File: src/iep_pkg.sv
package iep_pkg;

   // ------------------------------------------------------------
   // Geometry
   // ------------------------------------------------------------
   localparam int unsigned NUM_BANKS = 3;
   localparam int unsigned BANK_W = 8;
   localparam int unsigned NUM_PINS = NUM_BANKS * BANK_W;

   // ------------------------------------------------------------
   // Command byte layout
   // ------------------------------------------------------------
   localparam int unsigned CMD_AUTO_ADVANCE_BIT = 7;
   localparam int unsigned CMD_GRP_HI = 3;
   localparam int unsigned CMD_GRP_LO = 2;
   localparam int unsigned CMD_SEL_HI = 1;
   localparam int unsigned CMD_SEL_LO = 0;

   // Register groups held in command bits 3:2
   localparam logic [1:0] GRP_PIN_LEVEL = 2'h0;
   localparam logic [1:0] GRP_DRIVE = 2'h1;
   localparam logic [1:0] GRP_INVERT = 2'h2;
   localparam logic [1:0] GRP_DIRECTION = 2'h3;

   // Bank selects held in command bits 1:0
   localparam logic [1:0] SEL_BANK0 = 2'h0;
   localparam logic [1:0] SEL_LAST = 2'h2;
   localparam logic [1:0] SEL_STEP = 2'h1;

   // Register offsets, as command codes
   localparam logic [7:0] OFS_PIN_LEVEL_BANK0 = 8'h00;
   localparam logic [7:0] OFS_PIN_LEVEL_BANK1 = 8'h01;
   localparam logic [7:0] OFS_PIN_LEVEL_BANK2 = 8'h02;
   localparam logic [7:0] OFS_DRIVE_LATCH_BANK0 = 8'h04;
   localparam logic [7:0] OFS_DRIVE_LATCH_BANK1 = 8'h05;
   localparam logic [7:0] OFS_DRIVE_LATCH_BANK2 = 8'h06;
   localparam logic [7:0] OFS_INVERT_SELECT_BANK0 = 8'h08;
   localparam logic [7:0] OFS_INVERT_SELECT_BANK1 = 8'h09;
   localparam logic [7:0] OFS_INVERT_SELECT_BANK2 = 8'h0a;
   localparam logic [7:0] OFS_DIRECTION_BANK0 = 8'h0c;
   localparam logic [7:0] OFS_DIRECTION_BANK1 = 8'h0d;
   localparam logic [7:0] OFS_DIRECTION_BANK2 = 8'h0e;

   // ------------------------------------------------------------
   // Reset values
   // ------------------------------------------------------------
   localparam logic [7:0] RST_DRIVE = 8'hff;
   localparam logic [7:0] RST_INVERT = 8'h00;
   localparam logic [7:0] RST_DIRECTION = 8'hff;
   localparam logic [7:0] RST_CMD = 8'h00;
   localparam logic [7:0] RD_RESERVED = 8'h00;

   // ------------------------------------------------------------
   // Types
   // ------------------------------------------------------------
   typedef enum logic [1:0] {
      IEP_ST_CMD = 2'b01,
      IEP_ST_DATA = 2'b10
   } iep_state_t;

   typedef logic [NUM_BANKS-1:0][BANK_W-1:0] iep_bank_t;

   typedef struct packed {
      iep_bank_t drive;
      iep_bank_t invert;
      iep_bank_t dir;
   } iep_regs_t;

   // Byte-level link from the serial front end
   typedef struct packed {
      logic wr_start;
      logic wr_valid;
      logic [7:0] wr_data;
      logic rd_req;
   } iep_link_t;

   typedef struct packed {
      iep_state_t st;
      logic [7:0] cmd;
      iep_regs_t regs;
      logic [7:0] rd_data;
      logic rd_valid;
   } iep_main_state_t;

   typedef struct packed {
      logic [NUM_PINS-1:0] meta;
      logic [NUM_PINS-1:0] level;
   } iep_sync_state_t;

endpackage

File: src/iep_pin_sync.sv
`timescale 1ns/1ps
module iep_pin_sync (
   input wire logic CLK,
   input wire logic SRST,
   input wire logic [iep_pkg::NUM_PINS-1:0] PIN_IN,
   output logic [iep_pkg::NUM_PINS-1:0] LEVEL
);

   iep_pkg::iep_sync_state_t st_r;
   iep_pkg::iep_sync_state_t st_nxt;

   // ------------------------------------------------------------
   // Two-stage capture of the asynchronous pin levels
   // ------------------------------------------------------------
   // The first stage feeds only the second; nothing else looks at it.
   always_comb begin
      st_nxt = st_r;
      st_nxt.meta = PIN_IN;
      st_nxt.level = st_r.meta;
   end

   // No reset value: the levels simply follow the pins
   always_ff @(posedge CLK) begin
      st_r <= st_nxt;
   end

   assign LEVEL = st_r.level;

endmodule // iep_pin_sync

File: src/iep_port_regs.sv
`timescale 1ns/1ps
module iep_port_regs (
   input wire logic CLK,
   input wire logic SRST,
   input wire logic WR_START,
   input wire logic WR_VALID,
   input wire logic [7:0] WR_DATA,
   input wire logic RD_REQ,
   output logic [7:0] RD_DATA,
   output logic RD_VALID,
   output logic [7:0] CMD_REG,
   input wire logic [iep_pkg::NUM_PINS-1:0] P_IN,
   output logic [iep_pkg::NUM_PINS-1:0] P_OUT,
   output logic [iep_pkg::NUM_PINS-1:0] P_OE
);

   iep_pkg::iep_main_state_t st_r;
   iep_pkg::iep_main_state_t st_nxt;
   iep_pkg::iep_link_t link;
   logic [iep_pkg::NUM_PINS-1:0] pin_level;
   iep_pkg::iep_bank_t reported;

   assign link = '{wr_start: WR_START, wr_valid: WR_VALID, wr_data: WR_DATA, rd_req: RD_REQ};

   // ------------------------------------------------------------
   // Pin capture
   // ------------------------------------------------------------
   iep_pin_sync iep_pin_sync_inst (
      .CLK(CLK),
      .SRST(SRST),
      .PIN_IN(P_IN),
      .LEVEL(pin_level)
   );

   // ------------------------------------------------------------
   // Reported input levels
   // ------------------------------------------------------------
   // Inversion is gated by direction so an output pin reads back true.
   always_comb begin
      reported = iep_pkg::iep_bank_t'(pin_level);
      reported = reported ^ (st_r.regs.invert & st_r.regs.dir);
   end

   // ------------------------------------------------------------
   // Command, register and read logic
   // ------------------------------------------------------------
   function automatic logic [1:0] next_sel(input logic [1:0] sel);
      next_sel = (sel >= iep_pkg::SEL_LAST) ? iep_pkg::SEL_BANK0
                                            : sel + iep_pkg::SEL_STEP;
   endfunction

   logic [1:0] grp;
   logic [1:0] sel;
   logic auto_advance_flag;
   assign grp = st_r.cmd[iep_pkg::CMD_GRP_HI:iep_pkg::CMD_GRP_LO];
   assign sel = st_r.cmd[iep_pkg::CMD_SEL_HI:iep_pkg::CMD_SEL_LO];
   assign auto_advance_flag = st_r.cmd[iep_pkg::CMD_AUTO_ADVANCE_BIT];

   always_comb begin
      st_nxt = st_r;
      st_nxt.rd_valid = 1'b0;
      if (link.wr_start) begin
         st_nxt.st = iep_pkg::IEP_ST_CMD;
      end else if (link.wr_valid) begin
         unique case (st_r.st)
            iep_pkg::IEP_ST_CMD: begin
               st_nxt.cmd = link.wr_data;
               st_nxt.st = iep_pkg::IEP_ST_DATA;
            end
            iep_pkg::IEP_ST_DATA: begin
               // Reserved select code 3 is never issued, so writes to it drop
               if (sel <= iep_pkg::SEL_LAST) begin
                  unique case (grp)
                     iep_pkg::GRP_PIN_LEVEL: ;
                     iep_pkg::GRP_DRIVE: st_nxt.regs.drive[sel] = link.wr_data;
                     iep_pkg::GRP_INVERT: st_nxt.regs.invert[sel] = link.wr_data;
                     iep_pkg::GRP_DIRECTION: st_nxt.regs.dir[sel] = link.wr_data;
                  endcase
               end
               if (auto_advance_flag) begin
                  st_nxt.cmd[iep_pkg::CMD_SEL_HI:iep_pkg::CMD_SEL_LO] = next_sel(sel);
               end
            end
            default: st_nxt.st = iep_pkg::IEP_ST_DATA;
         endcase
      end else if (link.rd_req) begin
         // Reads use whatever command the last write or auto-advancing read left behind
         st_nxt.rd_valid = 1'b1;
         st_nxt.rd_data = iep_pkg::RD_RESERVED;
         if (sel <= iep_pkg::SEL_LAST) begin
            unique case (grp)
               iep_pkg::GRP_PIN_LEVEL: st_nxt.rd_data = reported[sel];
               iep_pkg::GRP_DRIVE: st_nxt.rd_data = st_r.regs.drive[sel];
               iep_pkg::GRP_INVERT: st_nxt.rd_data = st_r.regs.invert[sel];
               iep_pkg::GRP_DIRECTION: st_nxt.rd_data = st_r.regs.dir[sel];
            endcase
         end
         if (auto_advance_flag) begin
            st_nxt.cmd[iep_pkg::CMD_SEL_HI:iep_pkg::CMD_SEL_LO] = next_sel(sel);
         end
      end
   end

   always_ff @(posedge CLK) begin
      if (SRST) begin
         st_r.st <= iep_pkg::IEP_ST_DATA;
         st_r.cmd <= iep_pkg::RST_CMD;
         st_r.regs.drive <= {iep_pkg::NUM_BANKS{iep_pkg::RST_DRIVE}};
         st_r.regs.invert <= {iep_pkg::NUM_BANKS{iep_pkg::RST_INVERT}};
         st_r.regs.dir <= {iep_pkg::NUM_BANKS{iep_pkg::RST_DIRECTION}};
         st_r.rd_data <= iep_pkg::RD_RESERVED;
         st_r.rd_valid <= 1'b0;
      end else begin
         st_r <= st_nxt;
      end
   end

   // ------------------------------------------------------------
   // Outputs
   // ------------------------------------------------------------
   // The latch is always presented; the enable decides if it reaches the pin.
   assign P_OUT = st_r.regs.drive;
   assign P_OE = ~st_r.regs.dir;
   assign RD_DATA = st_r.rd_data;
   assign RD_VALID = st_r.rd_valid;
   assign CMD_REG = st_r.cmd;

   logic wr_data_cyc;
   logic rd_cyc;
   assign wr_data_cyc = WR_VALID && !WR_START && (st_r.st == iep_pkg::IEP_ST_DATA);
   assign rd_cyc = RD_REQ && !WR_VALID && !WR_START;
endmodule // iep_port_regs

File: config.mk
export PLATFORM = sky130hd
export DESIGN_NAME = iep_port_regs
export DESIGN_NICKNAME = d
export VERILOG_FILES = /design/src/iep_pkg.sv /design/src/iep_pin_sync.sv /design/src/iep_port_regs.sv
export SDC_FILE = /design/constraint.sdc
export NUM_CORES = 1
export LEC_CHECK = 0
export BUFFER_PORTS_ARGS = -buffer_cell sky130_fd_sc_hd__buf_2
export CORE_MARGIN = 4
export CORE_UTILIZATION = 55
export CTS_BUF_LIST = sky130_fd_sc_hd__clkbuf_16
export CTS_CLUSTER_DIAMETER = 150
export DETAILED_ROUTE_END_ITERATION = 8
export GPL_ROUTABILITY_DRIVEN = 0
export PLACE_DENSITY = 0.85
export REMOVE_ABC_BUFFERS = 1
export SYNTH_ARGS = -nofsm -noshare
export SYNTH_HDL_FRONTEND = slang
export SYNTH_SLANG_ARGS = --single-unit
File: constraint.sdc
create_clock -name CLK -period 4.1 [get_ports CLK]
set_input_delay 0.615 -clock CLK [delete_from_list [all_inputs] [get_ports CLK]]
set_output_delay 0.615 -clock CLK [all_outputs]
set_load 0.05 [all_outputs]
==> metrics.txt <==
Mapped Avg Cell Area=9.743 um^2; FFs w/ async S/R, synth=0%; DRC Markers=0; chip width=112.4 um; Fin Setup TNS=0 ns; global route overflow=0; fill cell total of the finished layout=833; final wirelength=16330 um; HPWL after DPL=10390 um; Row Count=37; number of global-route vias before repair=4927; register area share after synthesis=46.44%; antenna violations before repair=0; worst skew pair latency=0.41 ns; post-CTS setup buffers=0; CTS tree=built; dominant cells by area after synthesis=dfxtp_1 (46%), mux2i_1 (9.2%), a211o_1 (7.0%), buf_4 (5.4%), nor2_1 (5.3%); # diodes=0; clock skew=0.005507 ns; GRT Util Overall=25.86%; CTS root buffer=clkbuf_16; CTS H-tree lvls=4; post-synthesis cell count=615; Slew HR=between 10% and 20%; layout cell share with drive strength beyond 1=22.65%; Worst Setup End Kind=flop; Port Buffers=around 100; post-synth top area share=46.44%; Synth-to-Final Area Change=14.62%; Max Cap Viol=0; CTS buffer count=17; Max FO, Critical Path=21; Clk pin slew, worst setup/hold paths=0.06 ns; synth cell count leaders=dfxtp_1 (139), nor2_1 (84), mux2i_1 (55), a211o_1 (48), buf_4 (43); required time of the critical path=4.40 ns; Ys Warns=0; clock tree sinks=~140; die height=112.4 um; wire per inst=20.01 um; Util after Layout=65.64%; maximum vdd drop=0.2621 mV; Least-Margin Pin Slew=1.221 ns; Top FF cell, synth=dfxtp_1; Cell Area, Synth=5992 um^2; vias per cell=6.085; Final ANT Viol Nets=0; Synth area leader=dfxtp_1; CP startpoint kind=flop; Yosys reg bits=139; fin crit share=68.73%; final hold vios=0; Initial Util=a little under three fifths; Pre-Repair DR Iteration Count=6; hold_buf cts=0; top-count cell post-synth=dfxtp_1; largest net degree at the start of global routing=84; achievable clock frequency=between 300 and 400 MHz; Core Box Area=10460 um^2; WS Path Type=reg2reg; # nets final=705; clk buf depth=2; RSZ-0062 raised after global routing=no; pwr dens=455.0 nW/um^2; post_cts resized=0; Vias=4965; fin crit period=2.818 ns; run status=complete, no violations; post-synthesis cell type count=39; EDFF count, synth=0; pre-CTS WS=1.355 ns; # IOs=102; Leak=3.205 nW; Worst Slack Setup Final=1.282 ns; Hold WC Path Type=in2reg; final total power=3.125 mW; Data arrival, critical path=around 3.1 ns; first-pass GRT wire length=25740 um; Max Slew Vio Count=0; Setup-failing EPs final=0; area of the die=approximately 13000 um^2; DRT iter0 DRCs=between 500 and 600
stage by stage:
| step | cells | hold WS [ns] | cell area, um^2 |
|---|---|---|---|
| floorplan | 543 | 0.3096 | 5548 |
| global placement | 785 | 0.3105 | 6262 |
| global route | 816 | 0.2854 | 6868 |
| CTS | 816 | 0.2920 | 6868 |
| detailed placement | 785 | 0.3121 | 6262 |
| finish | 816 | 0.2955 | 6868 |
path summary, 6_finish.rpt:
kind                                         from                                    to  slack, ns  depth (start not counted)
min reg2reg  iep_pin_sync_inst.st_nxt[21]$_DFF_P_   iep_pin_sync_inst.LEVEL[21]$_DFF_P_       0.32                          0
min                                      P_IN[23]  iep_pin_sync_inst.st_nxt[23]$_DFF_P_       0.30                          1
max reg2reg               CMD_REG[1]$_SDFFE_PP0P_               RD_DATA[0]$_SDFFE_PP0P_       1.28                          6
max                       CMD_REG[1]$_SDFFE_PP0P_               RD_DATA[0]$_SDFFE_PP0P_       1.28                          6
power breakdown:
part	leakage (nW)	internal [mW]	switching, mW
sequential	1.14	1.38	0.0205
clock	0.299	1.01	0.570
combinational	1.76	0.0507	0.0953
sequential cells by signal (all words and copies together) (netlist names):
register	flops
RD_VALID	1
iep_pin_sync_inst.st_nxt	24
iep_pin_sync_inst.LEVEL	24
P_OUT	24
CMD_REG	8
st_r	50
RD_DATA	8
critical path: stages, from the launching register on:
cell	delay [ns]
dfxtp_1	0.85
buf_4	0.39
nor2b_1	0.56
buf_4	0.31
o21ai_0	0.13
and4_1	0.22
o41ai_1	0.24
metal layers:
metal  vias to the layer above  part of all wire [%]  GRT usage [%]
li1                       2245                     -              -
met5                         -                     0              0
met1                      2374                    40          32.63
met3                        58                   8.8          5.499
met4                         0                   3.6          13.14
met2                       288                    47          41.84
cell families after synthesis:
family	after synthesis	synth area share, %
AND/OR/NAND/NOR	167	16.06
flip-flops	139	46.44
AO/OA/AOI/OAI	141	18.33
buffers and inverters	113	9.981
multiplexers	55	9.188
layout make-up:
class	count	area, um^2	share of cell area (%)
inverter	41	153.9	2.241
clock inverter	14	180.2	2.623
multi-input combinational	363	2611	38.02
sequential	139	2784	40.54
timing repair buffer	106	543.0	7.907
tap	136	170.2	2.478
clock buffer	17	425.4	6.194
layout by cell type, fill, tap and decap left out, types with 12 or more instances in the layout:
cell / instances
nor2_1: 84
a211o_1: 48
clkbuf_16: 17
buf_2: 101
nand2_1: 17
and3b_1: 24
inv_1: 42
o21ai_0: 26
nor2b_1: 12
a21boi_0: 24
dfxtp_1: 138
mux2i_1: 55
Note: power is estimated with default switching activity, not from simulation.
